==> src/pwm_back_pkg.sv <==
// Constants and carriers for the pulse output back end
package pwm_back_pkg;
	localparam int ADDR_W = 8;
	// Register byte offsets
	localparam logic [7:0] OFS_FORCE = 8'h00;
	localparam logic [7:0] OFS_RELOAD = 8'h04;
	localparam logic [7:0] OFS_PRESCALE = 8'h08;
	localparam logic [7:0] OFS_EXT = 8'h0C;
	localparam logic [7:0] OFS_INIT = 8'h10;
	localparam logic [7:0] OFS_TSEL = 8'h14;
	localparam logic [7:0] OFS_DEADBAND_CONTROL = 8'h18;
	localparam logic [7:0] OFS_RED = 8'h1C;
	localparam logic [7:0] OFS_FED = 8'h20;
	localparam logic [7:0] OFS_STATUS = 8'h24;
	localparam logic [15:0] REG_RST = 16'h0000;
	// Field positions; channel B sits one step above channel A, except the group bit, which sits one bit above
	localparam int POS_RLD = 0;
	localparam int POS_PSSEL = 5;
	localparam int POS_BPRD = 8;
	localparam int POS_BCNT = 10;
	localparam int BAS_STEP = 4;
	localparam int POS_XPRD = 0;
	localparam int POS_XCNT = 4;
	localparam int EXT_STEP = 8;
	localparam int POS_INIT = 0;
	localparam int POS_TGRP = 4;
	localparam int POS_TSRC = 8;
	localparam int POS_TEN = 11;
	localparam int TSEL_STEP = 4;
	localparam int POS_OUTM = 0;
	localparam int POS_POL = 2;
	localparam int POS_INM = 4;
	localparam int POS_LDRED = 6;
	localparam int POS_LDFED = 8;
	localparam int POS_SWAP = 12;
	localparam int POS_DEDB = 14;
	localparam int POS_HALF = 15;
	// Action and force codes
	localparam logic [1:0] ACT_LOW = 2'h1;
	localparam logic [1:0] ACT_HIGH = 2'h2;
	localparam logic [1:0] ACT_TGL = 2'h3;
	// Reload event select codes
	localparam logic [1:0] RLD_ZERO = 2'h0;
	localparam logic [1:0] RLD_PRD = 2'h1;
	localparam logic [1:0] RLD_BOTH = 2'h2;
	// Trigger source codes
	localparam logic [2:0] SRC_ZERO = 3'h1;
	localparam logic [2:0] SRC_PRD = 3'h2;
	localparam logic [2:0] SRC_ZP = 3'h3;
	localparam logic [2:0] SRC_CA_UP = 3'h4;
	localparam logic [2:0] SRC_CA_DN = 3'h5;
	localparam logic [2:0] SRC_CB_UP = 3'h6;
	localparam logic [2:0] SRC_CB_DN = 3'h7;
	// Output swap codes
	localparam logic [1:0] SWP_A = 2'h1;
	localparam logic [1:0] SWP_B = 2'h2;
	localparam logic [1:0] SWP_CROSS = 2'h3;
	// Time-base and compare events as one-cycle pulses, plus the down_mode level
	typedef struct packed {
		logic zero;
		logic period;
		logic cmp_a_up;
		logic cmp_a_dn;
		logic cmp_b_up;
		logic cmp_b_dn;
		logic cmp_c_up;
		logic cmp_c_dn;
		logic cmp_d_up;
		logic cmp_d_dn;
		logic down_mode;
	} tb_evt_s;
	// Qualifier actions per output; level is used outside down-count
	typedef struct packed {
		logic [1:0] zero;
		logic [1:0] t1d;
		logic [1:0] t2d;
		logic [1:0] cbd;
		logic [1:0] cad;
		logic [1:0] prd;
		logic level;
	} aq_evt_s;
endpackage

==> src/pwm_force_trigger_deadband.sv <==
// Force, event trigger and dead-band back end of a pulse channel
// Operation
// Force code 01 low, 10 high, else none
// Force reaches output one clock later; the registered pin drivers add a second clock
// Force setting shadowed, reloaded at zero/period
// No immediate force load offered
// Down-count: period event has lowest priority
// Down order: force, zero, T1, T2, CB, CA
// Each trigger channel has 4-bit counter
// Source select picks counting event
// Group bit picks compares A/B or C/D
// Pair select picks basic or extended prescale
// Period field sets events per trigger
// Trigger needs period reached and enable set
// Enables gate each channel independently
// Counters start from initialisation register
// Source 100 counts compare A events
// Edges delayed by programmed clock counts
// Half-period bit doubles delay resolution
// Delays shadowed, loaded on chosen event
// Input select, polarity and path select
// Swap bits route A and B paths
// Dual edge delays one source onto B
// Software keeps output A valid in dual mode
// Counter returns to zero after trigger
// Delay restarts on each edge
`timescale 1ns/1ps
module pwm_force_trigger_deadband
	import pwm_back_pkg::*;
#(
	parameter int DLY_W = 14
) (
	// Clock, reset, enable
	input wire logic core_clk_i,
	input wire logic rstn_i,
	input wire logic ce_i,
	// APB slave
	input wire logic psel_i,
	input wire logic penable_i,
	input wire logic pwrite_i,
	input wire logic [ADDR_W-1:0] paddr_i,
	input wire logic [31:0] pwdata_i,
	output logic [31:0] prdata_o,
	output logic pready_o,
	output logic pslverr_o,
	// Time-base events and qualifier actions
	input wire tb_evt_s tb_evt_i,
	input wire aq_evt_s aq_a_i,
	input wire aq_evt_s aq_b_i,
	// Power stage and converter trigger
	output logic pulse_output_a_o,
	output logic pulse_output_b_o,
	output logic [1:0] conversion_trigger_out_o
);
	logic [3:0] csf_shd_r;
	logic [3:0] csf_act_r;
	logic [15:0] rld_r;
	logic [15:0] pre_r;
	logic [15:0] ext_r;
	logic [15:0] init_r;
	logic [15:0] tsel_r;
	logic [15:0] db_r;
	logic [DLY_W-1:0] red_shd_r;
	logic [DLY_W-1:0] fed_shd_r;
	logic [DLY_W-1:0] red_act_r;
	logic [DLY_W-1:0] fed_act_r;
	logic [1:0] aq_state_r;
	logic [1:0] aq_nxt;
	logic [3:0] cnt_r [2];
	logic [3:0] prd_sel [2];
	logic [1:0] src_hit;
	logic [1:0] trig_r;
	logic [1:0] dly_in;
	logic [1:0] dly_out_r;
	logic red_out;
	logic fed_out;
	logic path_a;
	logic path_b;
	logic fin_a;
	logic fin_b;
	logic wr_en;
	logic [31:0] rd_data;
	logic rd_err;
	logic [ADDR_W-1:0] ofs;

	// Reload strobe for a two-bit event select
	function automatic logic reload_hit(logic [1:0] m, tb_evt_s e);
		return (m == RLD_ZERO && e.zero) || (m == RLD_PRD && e.period) ||
			(m == RLD_BOTH && (e.zero || e.period));
	endfunction

	// Apply one qualifier action to a level
	function automatic logic apply_act(logic [1:0] a, logic cur);
		logic v;
		v = cur;
		case (a)
			ACT_LOW: v = 1'b0;
			ACT_HIGH: v = 1'b1;
			ACT_TGL: v = ~cur;
			default: v = cur;
		endcase
		return v;
	endfunction

	// Highest-priority down-count action; period comes last
	function automatic logic [1:0] pick_dn(aq_evt_s e);
		logic [1:0] a;
		a = e.prd;
		if (e.zero != 2'h0) begin
			a = e.zero;
		end else if (e.t1d != 2'h0) begin
			a = e.t1d;
		end else if (e.t2d != 2'h0) begin
			a = e.t2d;
		end else if (e.cbd != 2'h0) begin
			a = e.cbd;
		end else if (e.cad != 2'h0) begin
			a = e.cad;
		end
		return a;
	endfunction

	// Event chosen for a trigger counter
	function automatic logic pick_src(logic [2:0] s, logic g, tb_evt_s e);
		logic h;
		case (s)
			SRC_ZERO: h = e.zero;
			SRC_PRD: h = e.period;
			SRC_ZP: h = e.zero || e.period;
			// compare A source
			SRC_CA_UP: h = g ? e.cmp_c_up : e.cmp_a_up;
			SRC_CA_DN: h = g ? e.cmp_c_dn : e.cmp_a_dn;
			SRC_CB_UP: h = g ? e.cmp_d_up : e.cmp_b_up;
			SRC_CB_DN: h = g ? e.cmp_d_dn : e.cmp_b_dn;
			default: h = 1'b0;
		endcase
		return h;
	endfunction

	// APB decode; one wait-free access when enabled
	assign ofs = paddr_i;
	assign wr_en = ce_i && psel_i && penable_i && pwrite_i;
	assign pready_o = ce_i;

	// Register writes
	always_ff @(posedge core_clk_i or negedge rstn_i) begin
		if (!rstn_i) begin
			csf_shd_r <= 4'h0;
			rld_r <= REG_RST;
			pre_r <= REG_RST;
			ext_r <= REG_RST;
			init_r <= REG_RST;
			tsel_r <= REG_RST;
			db_r <= REG_RST;
			red_shd_r <= '0;
			fed_shd_r <= '0;
		end else if (wr_en) begin
			if (ofs == OFS_FORCE) begin
				csf_shd_r <= pwdata_i[3:0];
			end else if (ofs == OFS_RELOAD) begin
				rld_r <= pwdata_i[15:0];
			end else if (ofs == OFS_PRESCALE) begin
				pre_r <= pwdata_i[15:0];
			end else if (ofs == OFS_EXT) begin
				ext_r <= pwdata_i[15:0];
			end else if (ofs == OFS_INIT) begin
				init_r <= pwdata_i[15:0];
			end else if (ofs == OFS_TSEL) begin
				tsel_r <= pwdata_i[15:0];
			end else if (ofs == OFS_DEADBAND_CONTROL) begin
				db_r <= pwdata_i[15:0];
			end else if (ofs == OFS_RED) begin
				red_shd_r <= pwdata_i[DLY_W-1:0];
			end else if (ofs == OFS_FED) begin
				fed_shd_r <= pwdata_i[DLY_W-1:0];
			end
		end
	end

	// Read mux with live counter and output state
	always_comb begin
		rd_data = 32'h0000_0000;
		rd_err = 1'b0;
		if (ofs == OFS_FORCE) begin
			rd_data[3:0] = csf_shd_r;
		end else if (ofs == OFS_RELOAD) begin
			rd_data[15:0] = rld_r;
		end else if (ofs == OFS_PRESCALE) begin
			rd_data[15:0] = pre_r;
			rd_data[POS_BCNT +: 2] = cnt_r[0][1:0];
			rd_data[POS_BCNT+BAS_STEP +: 2] = cnt_r[1][1:0];
		end else if (ofs == OFS_EXT) begin
			rd_data[15:0] = ext_r;
			rd_data[POS_XCNT +: 4] = cnt_r[0];
			rd_data[POS_XCNT+EXT_STEP +: 4] = cnt_r[1];
		end else if (ofs == OFS_INIT) begin
			rd_data[15:0] = init_r;
		end else if (ofs == OFS_TSEL) begin
			rd_data[15:0] = tsel_r;
		end else if (ofs == OFS_DEADBAND_CONTROL) begin
			rd_data[15:0] = db_r;
		end else if (ofs == OFS_RED) begin
			rd_data[DLY_W-1:0] = red_shd_r;
		end else if (ofs == OFS_FED) begin
			rd_data[DLY_W-1:0] = fed_shd_r;
		end else if (ofs == OFS_STATUS) begin
			rd_data[7:0] = {pulse_output_b_o, pulse_output_a_o, trig_r,
				csf_act_r};
		end else begin
			rd_err = 1'b1;
		end
	end

	// Read data captured in the setup cycle
	always_ff @(posedge core_clk_i or negedge rstn_i) begin
		if (!rstn_i) begin
			prdata_o <= 32'h0000_0000;
			pslverr_o <= 1'b0;
		end else if (ce_i && psel_i && !penable_i) begin
			prdata_o <= rd_data;
			pslverr_o <= rd_err;
		end
	end

	// force setting shadow reload
	always_ff @(posedge core_clk_i or negedge rstn_i) begin
		if (!rstn_i) begin
			csf_act_r <= 4'h0;
		end else if (ce_i && reload_hit(rld_r[POS_RLD +: 2], tb_evt_i)) begin
			csf_act_r <= csf_shd_r;
		end
	end

	property p_force_reload;
		@(posedge core_clk_i) disable iff (!rstn_i)
		(ce_i && tb_evt_i.zero && rld_r[1:0] == RLD_ZERO)
			|=> csf_act_r == $past(csf_shd_r);
	endproperty
	a_force_reload: assert property (p_force_reload)
		else $error("force setting not reloaded at zero");

	property p_force_hold;
		@(posedge core_clk_i) disable iff (!rstn_i)
		(!tb_evt_i.zero && !tb_evt_i.period) |=> $stable(csf_act_r);
	endproperty
	a_force_hold: assert property (p_force_hold)
		else $error("force setting changed without event");

	// force first, then down-count priority
	always_comb begin
		for (int c = 0; c < 2; c++) begin
			logic [1:0] f;
			aq_evt_s e;
			f = csf_act_r[2*c +: 2];
			e = (c == 0) ? aq_a_i : aq_b_i;
			if (f == ACT_LOW) begin
				aq_nxt[c] = 1'b0;
			end else if (f == ACT_HIGH) begin
				aq_nxt[c] = 1'b1;
			end else if (tb_evt_i.down_mode) begin
				// period event lowest
				aq_nxt[c] = apply_act(pick_dn(e), aq_state_r[c]);
			end else begin
				aq_nxt[c] = e.level;
			end
		end
	end

	// qualified level registered one clock later
	always_ff @(posedge core_clk_i or negedge rstn_i) begin
		if (!rstn_i) begin
			aq_state_r <= 2'h0;
		end else if (ce_i) begin
			aq_state_r <= aq_nxt;
		end
	end

	property p_force_low;
		@(posedge core_clk_i) disable iff (!rstn_i)
		(ce_i && csf_act_r[1:0] == ACT_LOW) |=> !aq_state_r[0];
	endproperty
	a_force_low: assert property (p_force_low)
		else $error("forced low not applied to output A");

	property p_force_high;
		@(posedge core_clk_i) disable iff (!rstn_i)
		(ce_i && csf_act_r[3:2] == ACT_HIGH) |=> aq_state_r[1];
	endproperty
	a_force_high: assert property (p_force_high)
		else $error("forced high not on output B one clock later");

	// source and prescale pair select
	always_comb begin
		for (int c = 0; c < 2; c++) begin
			src_hit[c] = pick_src(tsel_r[POS_TSRC+TSEL_STEP*c +: 3],
				tsel_r[POS_TGRP+c], tb_evt_i);
			if (pre_r[POS_PSSEL]) begin
				prd_sel[c] = ext_r[POS_XPRD+EXT_STEP*c +: 4];
			end else begin
				prd_sel[c] = {2'h0, pre_r[POS_BPRD+BAS_STEP*c +: 2]};
			end
		end
	end

	// event counters and trigger pulses
	always_ff @(posedge core_clk_i or negedge rstn_i) begin
		if (!rstn_i) begin
			cnt_r[0] <= 4'h0;
			cnt_r[1] <= 4'h0;
			trig_r <= 2'h0;
		end else if (ce_i) begin
			for (int c = 0; c < 2; c++) begin
				trig_r[c] <= 1'b0;
				if (wr_en && ofs == OFS_INIT) begin
					cnt_r[c] <= pwdata_i[POS_INIT+EXT_STEP*c +: 4];
				end else if (src_hit[c]) begin
					if (prd_sel[c] != 4'h0 && 4'(cnt_r[c] + 4'h1) >= prd_sel[c]) begin
						cnt_r[c] <= 4'h0;
						// per-channel enable
						trig_r[c] <= tsel_r[POS_TEN+TSEL_STEP*c];
					end else begin
						cnt_r[c] <= 4'(cnt_r[c] + 4'h1);
					end
				end
			end
		end
	end
	assign conversion_trigger_out_o = trig_r;

	property p_trig_enabled;
		@(posedge core_clk_i) disable iff (!rstn_i)
		$rose(trig_r[1]) |-> $past(tsel_r[POS_TEN+TSEL_STEP]);
	endproperty
	a_trig_enabled: assert property (p_trig_enabled)
		else $error("trigger B pulsed while disabled");

	property p_trig_clear;
		@(posedge core_clk_i) disable iff (!rstn_i)
		$rose(trig_r[0]) |-> cnt_r[0] == 4'h0 && $past(src_hit[0]);
	endproperty
	a_trig_clear: assert property (p_trig_clear)
		else $error("counter not cleared on trigger A");

	// delay shadows reload on own event
	always_ff @(posedge core_clk_i or negedge rstn_i) begin
		if (!rstn_i) begin
			red_act_r <= '0;
			fed_act_r <= '0;
		end else if (ce_i) begin
			if (reload_hit(db_r[POS_LDRED +: 2], tb_evt_i)) begin
				red_act_r <= red_shd_r;
			end
			if (reload_hit(db_r[POS_LDFED +: 2], tb_evt_i)) begin
				fed_act_r <= fed_shd_r;
			end
		end
	end

	property p_red_hold;
		@(posedge core_clk_i) disable iff (!rstn_i)
		(!tb_evt_i.zero && !tb_evt_i.period) |=> $stable(red_act_r);
	endproperty
	a_red_hold: assert property (p_red_hold)
		else $error("rising delay loaded without event");

	// delay sources; dual edge chains both delays
	assign red_out = dly_out_r[0];
	assign fed_out = ~dly_out_r[1];
	assign dly_in[0] = db_r[POS_INM] ? aq_state_r[1] : aq_state_r[0];
	assign dly_in[1] = ~(db_r[POS_DEDB] ? red_out :
		(db_r[POS_INM+1] ? aq_state_r[1] : aq_state_r[0]));

	// edge delay counters; falling uses inverted input
	for (genvar g = 0; g < 2; g++) begin : g_dly
		logic prev_r;
		logic [DLY_W-1:0] cnt_d_r;
		logic [DLY_W:0] cnt_sum;
		logic [DLY_W-1:0] dly;
		assign dly = (g == 0) ? red_act_r : fed_act_r;
		assign cnt_sum = {1'b0, cnt_d_r} +
			(db_r[POS_HALF] ? (DLY_W+1)'(2) : (DLY_W+1)'(1));
		always_ff @(posedge core_clk_i or negedge rstn_i) begin
			if (!rstn_i) begin
				prev_r <= 1'(g);
				cnt_d_r <= '0;
				dly_out_r[g] <= 1'(g);
			end else if (ce_i) begin
				prev_r <= dly_in[g];
				if (!dly_in[g]) begin
					dly_out_r[g] <= 1'b0;
				end else if (!prev_r) begin
					cnt_d_r <= '0;
					dly_out_r[g] <= (dly == '0);
				end else if (!dly_out_r[g]) begin
					cnt_d_r <= cnt_sum[DLY_W-1:0];
					dly_out_r[g] <= (cnt_sum >= {1'b0, dly});
				end
			end
		end
	end

	property p_dly_cut;
		@(posedge core_clk_i) disable iff (!rstn_i)
		(ce_i && !dly_in[0]) |=> !dly_out_r[0];
	endproperty
	a_dly_cut: assert property (p_dly_cut)
		else $error("rising delay output high after source fell");

	// path select and polarity
	always_comb begin
		path_a = (db_r[POS_OUTM+1] ? red_out : aq_state_r[0]) ^
			db_r[POS_POL];
		if (db_r[POS_DEDB]) begin
			path_b = fed_out ^ db_r[POS_POL+1];
		end else begin
			path_b = (db_r[POS_OUTM] ? fed_out : aq_state_r[1]) ^
				db_r[POS_POL+1];
		end
	end

	// output swap routing
	always_comb begin
		case (db_r[POS_SWAP +: 2])
			SWP_A: {fin_a, fin_b} = {path_a, path_a};
			SWP_B: {fin_a, fin_b} = {path_b, path_b};
			SWP_CROSS: {fin_a, fin_b} = {path_b, path_a};
			default: {fin_a, fin_b} = {path_a, path_b};
		endcase
	end

	// Registered pin drivers
	always_ff @(posedge core_clk_i or negedge rstn_i) begin
		if (!rstn_i) begin
			pulse_output_a_o <= 1'b0;
			pulse_output_b_o <= 1'b0;
		end else if (ce_i) begin
			pulse_output_a_o <= fin_a;
			pulse_output_b_o <= fin_b;
		end
	end

	property p_swap_cross;
		@(posedge core_clk_i) disable iff (!rstn_i)
		(ce_i && db_r[POS_SWAP +: 2] == SWP_CROSS)
			|=> pulse_output_a_o == $past(path_b);
	endproperty
	a_swap_cross: assert property (p_swap_cross)
		else $error("crossed swap did not route B path to A");
endmodule

==> config.mk <==
export PLATFORM = sky130hd
export DESIGN_NAME = pwm_force_trigger_deadband
export DESIGN_NICKNAME = d
export VERILOG_FILES = /design/src/pwm_back_pkg.sv /design/src/pwm_force_trigger_deadband.sv
export SDC_FILE = /design/constraint.sdc
export NUM_CORES = 1
export LEC_CHECK = 0
export BUFFER_PORTS_ARGS = -buffer_cell sky130_fd_sc_hd__buf_4
export CAP_MARGIN = 15
export CORE_MARGIN = 4
export CORE_UTILIZATION = 28
export CTS_BUF_LIST = sky130_fd_sc_hd__clkbuf_4 sky130_fd_sc_hd__clkbuf_8
export CTS_CLUSTER_SIZE = 16
export DETAILED_ROUTE_END_ITERATION = 12
export SETUP_SLACK_MARGIN = 0.1
export SYNTH_ARGS = -nofsm -noshare
export SYNTH_HDL_FRONTEND = slang
export SYNTH_SLANG_ARGS = --single-unit
==> constraint.sdc <==
create_clock -name core_clk_i -period 3.74 [get_ports core_clk_i]
set_clock_uncertainty 0.15 [all_clocks]
set_input_delay 0.748 -clock core_clk_i [delete_from_list [all_inputs] [get_ports core_clk_i]]
set_output_delay 0.748 -clock core_clk_i [all_outputs]
set_load 0.1 [all_outputs]
Word-level counts from Yosys, hierarchy flattened
Index checks and enable logic that the tools add are counted.
- register bits after elaboration: 217
- latch bits: 0
- memory bits (writable): 0
- memory bits (read-only): 0
- input port bits: 83
- output and inout bits: 38
- word-level logic and storage cells: 250
- memories: 0
- $add $sub $neg: 4
- multipliers: 0
- divide/modulo/power cells: 0
- $lt $le $gt $ge: 4
- equality and inequality tests: 46
- shift-type cells: 0
- muxes and demuxes: 90
- bitwise gates (word level): 15
- reduce and logical (&&, ||, !) cells: 64
- operator list (cell ; count):
    14-bit two-way mux ; 6
    16-bit two-way mux ; 5
    1-bit two-way mux ; 44
    2-bit two-way mux ; 18
    4-bit two-way mux ; 9
    8-bit by 5-bit equality test with 1-bit output, second input constant ; 4
    15-bit by 14-bit >= comparator with 1-bit output ; 2
    14-bit logical NOT ; 2
    3-bit equality test, second input constant ; 8
    2-bit nonzero test ; 12
    2-bit equality test, second input constant ; 11
    1-bit logical AND ; 17
    2-bit by 1-bit equality test with 1-bit output, second input constant ; 8
    8-bit by 4-bit equality test with 1-bit output, second input constant ; 2
    8-bit by 6-bit equality test with 1-bit output, second input constant ; 2
    8-bit two-way mux ; 2
    14-bit by 15-bit adder with 15-bit output ; 1
    14-bit by 2-bit adder with 15-bit output ; 1
    1-bit one-hot mux with 7 select lines ; 2
    2-bit AND reduction ; 7
    3-bit by 2-bit equality test with 1-bit output, second input constant ; 4
    12-bit two-way mux ; 1
    6-bit by 1-bit inequality test with 1-bit output, second input constant ; 2
    1-bit inverter ; 12
    22 further kinds ; 41

Logic depth before layout (Yosys ltp)
Gate-level depths: netlist of run 1.
- word-level depth: 14
- depth in mapped cells: 14
- mapped depth without buffers: 14

Worst setup path after synthesis of run 1
OpenSTA, ideal clock, no wires.
- path type: reg2reg
- start point: register db_r[15]
- end point: register dly_out_r[1]
- library setup time: 0.079 ns
- arrival time: 2.737 ns
- data required time: 3.511 ns
- setup slack: 0.774 ns
- stages on the path, launching flop included: 13
- buffers on the path: 0
- period minus slack after synthesis: 2.966 ns
- path through: dfrtp_1 inv_1 ha_1 fa_1 nand2_1 nor3_1 and3_1 xor2_1 ha_1 a21o_1 a211oi_1 o211ai_1 a22o_1
- cells in the longest elaborated chain, start to end: 6
- RTL lines (item ; line ; source):
    start: declaration ; pwm_force_trigger_deadband.sv:62 ; logic [15:0] db_r;
    start signal: assignment ; pwm_force_trigger_deadband.sv:171 ; db_r <= pwdata_i[15:0];
    2-bit two-way mux ; pwm_force_trigger_deadband.sv:381 ; (db_r[POS_HALF] ? (DLY_W+1)'(2) : (DLY_W+1)'(1));
    14-bit by 2-bit adder with 15-bit output ; pwm_force_trigger_deadband.sv:380 ; assign cnt_sum = {1'b0, cnt_d_r} +
    15-bit by 14-bit >= comparator with 1-bit output ; pwm_force_trigger_deadband.sv:396 ; dly_out_r[g] <= (cnt_sum >= {1'b0, dly});
    1-bit two-way mux ; pwm_force_trigger_deadband.sv:394 ; end else if (!dly_out_r[g]) begin
    1-bit two-way mux ; pwm_force_trigger_deadband.sv:391 ; end else if (!prev_r) begin
    1-bit two-way mux ; pwm_force_trigger_deadband.sv:389 ; if (!dly_in[g]) begin
    end signal: indexed assignment ; pwm_force_trigger_deadband.sv:386 ; dly_out_r[g] <= 1'(g);
    end signal: indexed assignment ; pwm_force_trigger_deadband.sv:393 ; dly_out_r[g] <= (dly == '0);
    end signal: indexed assignment ; pwm_force_trigger_deadband.sv:396 ;
    end: declaration ; pwm_force_trigger_deadband.sv:74 ; logic [1:0] dly_out_r;
No other way between the ends.
A chain may end at the register's enable or synchronous reset.

Worst setup path in the final report of run 1
- start point: register db_r[15]
- end point: register dly_out_r[0] (netlist: red_out)
- cells in the longest elaborated chain, start to end: 6
- RTL lines (item ; line):
    2-bit two-way mux ; pwm_force_trigger_deadband.sv:381
    14-bit by 15-bit adder with 15-bit output ; pwm_force_trigger_deadband.sv:380
    15-bit by 14-bit >= comparator with 1-bit output ; pwm_force_trigger_deadband.sv:396
    1-bit two-way mux ; pwm_force_trigger_deadband.sv:394
    1-bit two-way mux ; pwm_force_trigger_deadband.sv:391
    1-bit two-way mux ; pwm_force_trigger_deadband.sv:389
No other way between the ends.

==> results of run 1 <==
-- sequential cells by signal, summed over array words and instances (netlist names), 2 cells and up --
| name | count |
|---|---|
| csf_shd_r | 4 |
| pre_r | 12 |
| red_shd_r | 14 |
| db_r | 16 |
| aq_state_r | 2 |
| csf_act_r | 4 |
| g_dly.prev_r | 2 |
| ext_r | 8 |
| fed_shd_r | 14 |
| fed_act_r | 14 |
| g_dly.cnt_d_r | 28 |
| tsel_r | 16 |
| g_dly.dly | 14 |
| prdata_o | 16 |
| init_r | 16 |
| rld_r | 16 |
| conversion_trigger_out_o | 2 |
| cnt_r | 8 |
-- per-stage QoR --
stage	hold slack, ps	utilization	worst slack [ps]
after CTS	59.22	0.3353	317.6
after global routing	54.88	0.3355	188.7
after floorplan	284.8	-	774.0
after global placement	299.7	0.3143	356.3
final	40.75	0.3355	456.2
after detailed placement	309.5	0.3143	370.0
-- area by class of cell --
| cell class | instances | share of cell area |
|---|---|---|
| multi-input cells | 875 | 0.4399 |
| well taps | 539 | 0.04760 |
| clock buffers | 61 | 0.05440 |
| flip-flops and latches | 211 | 0.3729 |
| diodes | 1 | 0.0001766 |
| inverters | 49 | 0.01298 |
| clock inverters | 12 | 0.008125 |
| repair buffers | 118 | 0.06394 |
-- metal layers --
layer | vias to the layer above | track usage
met5 | - | 0.009375
met4 | 2 | 0.04295
met3 | 63 | 0.03263
met2 | 288 | 0.2535
met1 | 4778 | 0.2037
li1 | 4523 | -
-- final timing paths --
kind / start / end / slack, ps
min: rstn_i / g_dly[0].dly[1] / 40
max: db_r[15] / red_out / 460
max in group asynchronous: rstn_i / fed_shd_r[7] / 2500
max reg2reg: db_r[15] / red_out / 460
min reg2reg: init_r[13] / init_r[13] / 320
min in group core_clk_i: init_r[13] / init_r[13] / 320
-- cells by family after synthesis --
logic type | Yosys count | synth area share
adder cells (fa/ha/maj) | 48 | 0.05123
buffers and inverters | 120 | 0.04727
XOR/XNOR | 30 | 0.02187
flip-flops | 211 | 0.4396
other | 1 | 0.0003121
multiplexers | 156 | 0.1477
AND/OR/NAND/NOR | 342 | 0.1374
AO/OA/AOI/OAI | 283 | 0.1545
-- timing repair --
| action | 4_1_cts | 5_1_grt |
|---|---|---|
| setup endpoints to repair | 0 | 1 |
| buffers inserted | 0 | 0 |
| hold endpoints to repair | 0 | 0 |
| resized for setup | 0 | 1 |
-- placed cells by master, fill, tap and decap left out, types with 6 or more instances in the layout --
| master | count |
|---|---|
| a221oi_1 | 12 |
| a211oi_1 | 8 |
| or2_2 | 6 |
| xnor2_1 | 16 |
| mux2i_1 | 15 |
| a31oi_1 | 16 |
| o21bai_1 | 9 |
| o31ai_1 | 11 |
| inv_1 | 49 |
| nand2b_1 | 20 |
| nand2_1 | 146 |
| a22oi_1 | 11 |
| buf_4 | 116 |
| dfrtp_1 | 209 |
| nor2_1 | 68 |
| o211ai_1 | 11 |
| mux2_4 | 10 |
| nor2b_1 | 9 |
| nand3_1 | 23 |
| o22ai_1 | 12 |
| o221ai_1 | 7 |
| nor4_1 | 11 |
| mux2_2 | 130 |
| clkbuf_8 | 50 |
| nor3_1 | 7 |
| o21ai_0 | 81 |
| clkbuf_4 | 11 |
| xor2_1 | 14 |
| a22o_1 | 12 |
| or3_1 | 7 |
| ha_1 | 46 |
| a21oi_1 | 50 |
| nand4_1 | 12 |
| a21o_1 | 6 |
| conb_1 | 16 |
| clkinv_2 | 8 |
-- where the power goes --
group / switching [mW] / internal [mW] / total, mW
logic: 0.592 / 0.311 / 0.903
clock network: 1.02 / 1.46 / 2.48
registers: 0.0892 / 2.36 / 2.45
total: 1.70 / 4.13 / 5.83
==> metrics.txt, run 1 <==
num ports 121; top cells by instance count after synthesis dfrtp_1 (209), nand2_1 (146), mux2_2 (130); Post-Syn Area 0.01202 mm^2; unrepaired setup endpoints after global routing no; Achievable Freq 0.3045 GHz; post-synth top area share 0.4352; first-pass GRT wire length 56,880 um; die width 215.2 um; CP peak stage delay 470 ps; area delta synth->final 17.90%; Root Driver clkbuf_8; number of flops mapped to enable cells by yosys 0; CTS H-tree depth 2; maximum vdd drop 0.2753 mV; Yosys cell types 75; Synth area leader dfrtp_1; routed wl met2 17,580 um; TritonCTS clock tree done; initial antenna violation count 1; Reg area 0.005283 mm^2; die area 0.04629 mm^2; vias 9,654; setup_tns 0 ps; Final min period 3284 ps; fillers 4,331; top-count cell post-synth dfrtp_1; placed cell areas 0.01327 mm^2; Tcrit/Tclk final 0.8780; # Max-Cap Violations 0; dpl hpwl 26,930 um; CTS sink cnt 211; GPL Wtd Cong 0.9272; IO Port Bufs 88; Max Used Layer met5; Final Hold Fails 0; DIE HEIGHT 215.2 um; register area share after synthesis 0.4396; Initial Util 0.2846; GR Util All Layers 0.1536; vias per cell 5.174; critical path depth 14; CP endpoint kind flip-flop; Final Total Pwr 5.829 mW; synth top area cells dfrtp_1 (44%), mux2_2 (12%), ha_1 (4.8%); mean post-synth cell area 10.09 um^2; Cells after Synth 1,191; Wirelength per Cell 19.55 um; CP max stage cell dfrtp_1; startpoint types flip-flop; nets@finish 1,426; WS Path Type flip-flop to flip-flop; multi-input logic area 0.006232 mm^2; 1st-pass router iterations 6; P per Cell Area 411.5 mW/mm^2; placed cells 1,792; Slew headroom 0.3156; Synth Register Bits 211; largest net degree at the start of global routing 75; Most used DFF post-synth dfrtp_1; YS warnings 0; Worst-path clk slew 60 ps; FF-to-FF path depth 14; M1 WL 15,870 um; CP Cell Sequence inv_1, ha_1, fa_1, inv_1, or2_2, nor2_1, nand3_1, xnor2_1, ha_1, a21o_1, nand2_1, o311ai_0, a22oi_1, o21ai_0; Worst EP required 4000 ps; Hold-fix buffers, CTS 0; vias in the first global route 9,616; Detail Route Antenna Nets 0; CTS max path bufs 3; delay-heaviest family, CP adder cells; non-filler cells, final 1,866; DR WL met3 2142 um; outcome completed; final wirelength 36,480 um; Max FO, Critical Path 6; WP buf/inv 2; Finish-stage setup viols 0; final instance area 0.01417 mm^2; Leak 6.708 nW; crit path DAT 3540 ps; share of layout cells above drive strength 1 0.2692; asr flop ratio synth 1.000; Placement Rows 75; CTS buffer count 40; initial DRC count 619; worst hold path class input port to async pin; measured slew at the worst slew-check pin 1020 ps; GRT overflow 0; Slew Limit Fails 0; Core ar. 0.04223 mm^2; drt drc 0; Worst-Skew Late Latency 540 ps
(Power assumes the default switching activity.)
==> run 2: changes to the inputs <==
--- a/config.mk
+++ b/config.mk
@@ -5,6 +5,7 @@
 export SDC_FILE = /design/constraint.sdc
 export NUM_CORES = 1
 export LEC_CHECK = 0
+export ABC_AREA = 1
 export BUFFER_PORTS_ARGS = -buffer_cell sky130_fd_sc_hd__buf_4
 export CAP_MARGIN = 15
 export CORE_MARGIN = 4
==> metrics.txt, run 2 <==
GR Util All Layers 0.1577 (+0.004145); CTS max path bufs 3 (unchanged); largest net degree at the start of global routing 86 (+15%); Post-Syn Area 0.01166 mm^2 (-2.9%); vias per cell 4.858 (-6.1%); drt drc 0 (unchanged); 1st-pass router iterations 6 (unchanged); CTS H-tree depth 2 (unchanged); Finish-stage setup viols 0 (unchanged); post-CTS setup buffers 0 (unchanged); worst hold path class input port to async pin; die width 212.1 um (-1.4%); CP endpoint kind flip-flop; non-filler cells, final 2,183 (+17%); reg-to-reg endpoint dly_out_r[1]; Final Total Pwr 5.456 mW (-6.4%); startpoint types flip-flop; Max FO, Critical Path 5 (-1); share of layout cells above drive strength 1 0.1272 (-0.1420); TritonCTS clock tree done; start point of the critical path db_r[15]; placed cells 2,121 (+18%); max reg flops 28 (unchanged); area delta synth->final 17.39%; dpl hpwl 26,680 um (-0.92%); Hold-fix buffers, CTS 0 (unchanged); mean post-synth cell area 7.673 um^2 (-24%); setup_tns 0 ps (unchanged); most common cell after layout, fill and taps aside nand2_1; first-pass GRT wire length 56,550 um (-0.59%); initial DRC count 749 (+21%); crit path DAT 3380 ps (-160 ps); register area share after synthesis 0.4529 (+0.01330); DIE HEIGHT 212.1 um (-1.4%); Tcrit/Tclk final 0.8158 (-0.06226); top-count cell post-synth nand2_1; unrepaired setup endpoints after global routing no; outcome completed; initial antenna violation count 0 (-1); GPL Wtd Cong 0.8876 (-4.3%); Placement Rows 74 (-1.3%); final core occ 0.3338 (-0.001685); commonest non-fill, non-tap cells in the layout nand2_1 (415), dfrtp_1 (209), inv_1 (190), o21ai_0 (182), buf_4 (106); Final min period 3051 ps (-232.8 ps); post-synth top area share 0.4484 (+0.01317); Synth Register Bits 211 (unchanged); measured slew at the worst slew-check pin 821.6 ps (-198.0 ps); FF-to-FF path depth 16 (+2); Wirelength per Cell 16.41 um (-16%); asr flop ratio synth 1.000 (unchanged); maximum vdd drop 0.2855 mV (+3.7%); die area 0.04499 mm^2 (-2.8%); vias 10,610 (+9.9%); post-CTS sizing 0 (unchanged); # Max-Cap Violations 0 (unchanged); Slew Limit Fails 0 (unchanged); Synth area leader dfrtp_1; CTS buffer count 39 (-2.5%); P per Cell Area 398.5 mW/mm^2 (-3.2%); Worst R2R Start db_r[15]; number of flops mapped to enable cells by yosys 0 (unchanged); IO Port Bufs 88 (unchanged); Worst-path clk slew 60 ps (about the same); Slew headroom 0.4509 (+0.1353); Leak 6.910 nW (+3.0%); top cells by instance count after synthesis nand2_1 (415), dfrtp_1 (209), inv_1 (190); GRT overflow 0 (unchanged); n_diodes 0 (-1); nets@finish 1,761 (+23%); setup slack after layout 689.1 ps (+232.8 ps); Yosys cell types 51 (-32%); WS Path Type flip-flop to flip-flop; register name with the most flops g_dly.cnt_d_r; vias in the first global route 10,440 (+8.6%); synth top area cells dfrtp_1 (45%), nand2_1 (13%), o21ai_0 (7.8%); Achievable Freq 0.3278 GHz (+7.6%); CTS sink cnt 211 (unchanged); Most used DFF post-synth dfrtp_1; final wirelength 35,830 um (-1.8%); Cells after Synth 1,520 (+28%); Worst-Skew Late Latency 560 ps (+20 ps); Final Hold Fails 0 (unchanged); Critical Path Sink dly_out_r[1]; Detail Route Antenna Nets 0 (unchanged); Worst EP required 4060 ps (+60 ps); YS warnings 0 (unchanged); Core ar. 0.04102 mm^2 (-2.9%); R2R setup slack 690 ps (+230 ps); Root Driver clkbuf_8; pre-CTS setup slack 713.1 ps (+343.0 ps); num ports 121 (unchanged); Initial Util 0.2844 (about the same)
-- run 2: cell count changes after synthesis, moves of 17 or more --
cell      before  now
a21oi_1       50   67
nand3_1       23   62
inv_1         49  190
mux2_2       130    0
o21ai_1        0   21
nor2_1        68  104
nand2b_1      20    0
nand2_1      146  415
o21ai_0       81  182
-- run 2: worst min path at each step --
stage / start / slack (ps) / depth (start not counted) / end
floorplan: cnt_r[7] / 290 / 2 / cnt_r[7]
global placement: db_r[11] / 310 / 2 / db_r[11]
detailed placement: init_r[2] / 320 / 2 / init_r[2]
CTS: rstn_i / 130 / 1 / tsel_r[7]
global route: rstn_i / 150 / 1 / cnt_r[2]
finish: rstn_i / 120 / 1 / cnt_r[1]
-- run 2: per-stage QoR --
step / cell area, um^2 / hold slack, ps
after detailed placement: 12940 / 315.7
after floorplan: 11720 / 291.9
after global routing: 13690 / 154.2
final: 13690 / 116.3
after CTS: 13690 / 133.3
after global placement: 12940 / 309.0
-- run 2: logic make-up (layout without fill, tap and decap cells) --
kind of cell,count (synthesis),in the layout,share of synthesized area
simple gates,655,655,0.2346
compound gates,332,332,0.1552
buf+inv,253,369,0.08914
flops,211,211,0.4529
fa+ha+maj,48,48,0.05278
xor+xnor,20,20,0.01502
other cells,1,16,0.0003215
-- run 2: per-layer routing --
metal | GRT usage | wire, um | share of wire | up-vias
met2 | 0.2661 | 17260 | 0.48 | 322
met4 | 0.05768 | 1337 | 0.037 | 0
li1 | - | - | - | 5187
met1 | 0.2044 | 15250 | 0.43 | 5016
met5 | 0 | 0 | 0 | -
met3 | 0.02612 | 1983 | 0.055 | 81
-- run 2: area by class of cell --
class                   instances  area, um^2
repair buffers                109       849.6
well taps                     532       665.6
inverters                     198       743.2
clock buffers                  55       675.6
fillers                      4352       27330
multi-input cells            1071        5398
clock inverters                 7       77.57
flip-flops and latches        211        5283
-- run 2: where the power goes --
part	total [mW]	internal, mW	leakage [nW]	switching [mW]
Sequential	2.43	2.37	2.88	0.0644
Clock	2.20	1.23	0.396	0.972
Combinational	0.822	0.251	3.63	0.571
-- run 2: worst max-delay path, stage by stage, from the launching register on --
cell and delay, ps:
dfrtp_1 380, buf_4 180, ha_1 280, nand3_1 60, nand2_1 100, nand2_1 80, nor3_1 330, nand2_1 150
xor2_1 280, inv_1 80, ha_1 300, nand4_1 90, nor3_1 210, nand4_1 120, nand4_1 110, nand2_1 60
nand2_1 60
==> run 3: changes to the inputs <==
==> constraint.sdc (replaced) <==
create_clock -name core_clk_i -period 2.5 [get_ports core_clk_i]
set_clock_uncertainty 0.15 [all_clocks]
set_input_delay 0.5 -clock core_clk_i [delete_from_list [all_inputs] [get_ports core_clk_i]]
set_output_delay 0.5 -clock core_clk_i [all_outputs]
set_load 0.1 [all_outputs]
==> metrics.txt, run 3 (synthesis gave the netlist of run 2 again) <==
outcome complete, but fails checks; failing checks setup timing; Max FO, Critical Path 6 (+1); P per Cell Area 580.4 mW/mm^2 (+46%); GRT overflow 0 (unchanged); measured slew at the worst slew-check pin 683.5 ps (-138.1 ps); Core ar. 0.04102 mm^2 (unchanged); CTS buffer count 40 (+2.6%); CP endpoint kind flip-flop; Slew Limit Fails 0 (unchanged); Wirelength per Cell 16.50 um (+0.52%); crit path DAT 3010 ps (-370 ps); die width 212.1 um (unchanged); Worst-Skew Late Latency 560 ps (about the same); Detail Route Antenna Nets 0 (unchanged); Finish-stage setup viols 2 (+2); CTS max path bufs 3 (unchanged); placed cell areas 0.01351 mm^2 (+4.4%); Comb power frac 0.160 (+0.009); dpl hpwl 27,850 um (+4.4%); DIE HEIGHT 212.1 um (unchanged); worst hold path class input port to flip-flop; initial antenna violation count 0 (unchanged); register name with the most flops g_dly.cnt_d_r; P_sw 2.490 mW (+55%); Root Driver clkbuf_8; Worst-path clk slew 60 ps (about the same); Sw Share 0.2961 (+0.001542); max reg flops 28 (unchanged); Reg power frac 0.433 (-0.012); GPL Wtd Cong 0.9056 (+2.0%); vias per cell 4.800 (-1.2%); die area 0.04499 mm^2 (unchanged); setup slack after layout -221.9 ps (-910.9 ps); commonest non-fill, non-tap cells in the layout nand2_1 (408), dfrtp_1 (205), inv_1 (186), o21ai_0 (177), buf_4 (164); WS Path Type flip-flop to flip-flop; # Max-Cap Violations 0 (unchanged); most used cell, CP nand2_1; CP Cell Sequence inv_4, ha_4, fa_2, nand3_2, inv_2, nand2_2, xor2_2, inv_1, ha_4, a21oi_1, nor2_1, a211oi_2, nand3_1, nand3_1, nand2_1, nand2_1, nand2_1; Final Total Pwr 8.409 mW (+54%); num ports 121 (unchanged); drt drc 0 (unchanged); unrepaired setup endpoints after global routing yes; clock power share 0.407 (+0.003); 1st-pass router iterations 5 (-1); area delta synth->final 24.21%; Int Power 5.919 mW (+54%); final wirelength 37,170 um (+3.7%); Tcrit/Tclk final 1.089 (+0.2730); Worst EP required 2790 ps (-1270 ps); share of layout cells above drive strength 1 0.1836 (+0.05642); Final min period 2722 ps (-329.1 ps); TritonCTS clock tree done; final core occ 0.3532 (+0.01940); vias in the first global route 10,700 (+2.4%); n_diodes 0 (unchanged); CTS H-tree depth 2 (unchanged); final instance area 0.01449 mm^2 (+5.8%); Placement Rows 74 (unchanged); Leak 7.312 nW (+5.8%); delay-heaviest family, CP adder cells; Final Hold Fails 0 (unchanged); CP max stage cell dfrtp_2; GR Util All Layers 0.1648 (+0.007058); IO Port Bufs 88 (unchanged); largest net degree at the start of global routing 50 (-42%); Initial Util 0.2844 (unchanged); startpoint types flip-flop; Slew headroom 0.5426 (+0.09170); maximum vdd drop 0.4780 mV (+67%); Achievable Freq 0.3674 GHz (+12%); initial DRC count 747 (-0.27%); CP peak stage delay 440 ps (+60 ps); vias 10,820 (+2.0%); CTS sink cnt 211 (unchanged); most common cell after layout, fill and taps aside nand2_1; WP buf/inv 3 (+1); nets@finish 1,827 (+3.7%); first-pass GRT wire length 59,110 um (+4.5%)
-- run 3: cell count changes in the layout (fill, tap and decap cells not counted), moves of 5 or more --
cell / before / now
buf_4: 106 / 164
ha_4: 0 / 8
buf_12: 2 / 7
ha_1: 46 / 38
nand2_2: 6 / 13
nand2_1: 415 / 408
o21ai_0: 182 / 177
-- run 3: metal layers --
metal	vias to the layer above	GRT usage	wire length, um
met5	-	0	0
met4	0	0.05410	1249
met3	78	0.02995	2017
met2	306	0.2836	18150
met1	5135	0.2098	15750
li1	5296	-	-
-- run 3: worst paths after layout --
path                                  endpoint  cells after the start          from  slack, ps
max reg2reg                            red_out                     17      db_r[15]       -220
min                                 init_r[11]                      3  pwdata_i[11]         30
min in group asynchronous            rld_r[15]                      2        rstn_i        310
max in group asynchronous  g_dly[0].cnt_d_r[1]                      3        rstn_i       1210
min reg2reg                           cnt_r[7]                      2      cnt_r[7]        330
max                                    red_out                     17      db_r[15]       -220
-- run 3: area by class of cell --
class | count | area, um^2
Sequential cell | 211 | 5288
Clock inverter | 4 | 23.77
Multi-Input combinational cell | 1071 | 5599
Timing Repair Buffer | 174 | 1405
Clock buffer | 63 | 760.7
Fill cell | 4257 | 26530
Tap cell | 532 | 665.6
Inverter | 198 | 745.7
-- run 3: power groups by stage --
stage                     clock, mW  combinational, mW  sequential [mW]
after global routing           3.66               1.52             3.66
after CTS                      3.51               1.36             3.64
after global placement            0               1.31             3.70
after floorplan                   0              0.719             3.81
final                          3.42               1.35             3.64
after detailed placement          0               1.34             3.70
-- run 3: what timing repair did --
| item | 4_1_cts | 5_1_grt |
|---|---|---|
| gates resized for setup | 18 | 14 |
| endpoints found under the setup margin | 2 | 9 |
| buffers inserted | 3 | 2 |
| hold endpoints to repair | 43 | 0 |
| pin swaps | 7 | 4 |
| hold buffers | 2 | 0 |
-- run 3: per-stage QoR --
| stage | setup TNS (ps) | setup slack (ps) | cells | hold WS (ps) |
|---|---|---|---|---|
| floorplan | -105.4 | -63.74 | 1535 | 54.41 |
| global placement | -466.0 | -258.3 | 2179 | 310.3 |
| detailed placement | -698.3 | -327.6 | 2179 | 309.0 |
| CTS | -418.4 | -238.0 | 2251 | 0.2175 |
| global route | -844.9 | -440.9 | 2253 | 29.53 |
| finish | -402.0 | -221.9 | 2253 | 32.60 |
-- run 3: worst reg2reg max path, stage by stage, from the launching register on --
cell and delay (ps):
dfrtp_2 440, inv_4 70, ha_4 160, fa_2 380
nand3_2 90, inv_2 70, nand2_2 90, xor2_2 170
inv_1 100, ha_4 230, a21oi_1 120, nor2_1 60
a211oi_2 170, nand3_1 100, nand3_1 70, nand2_1 60
nand2_1 60, nand2_1 50
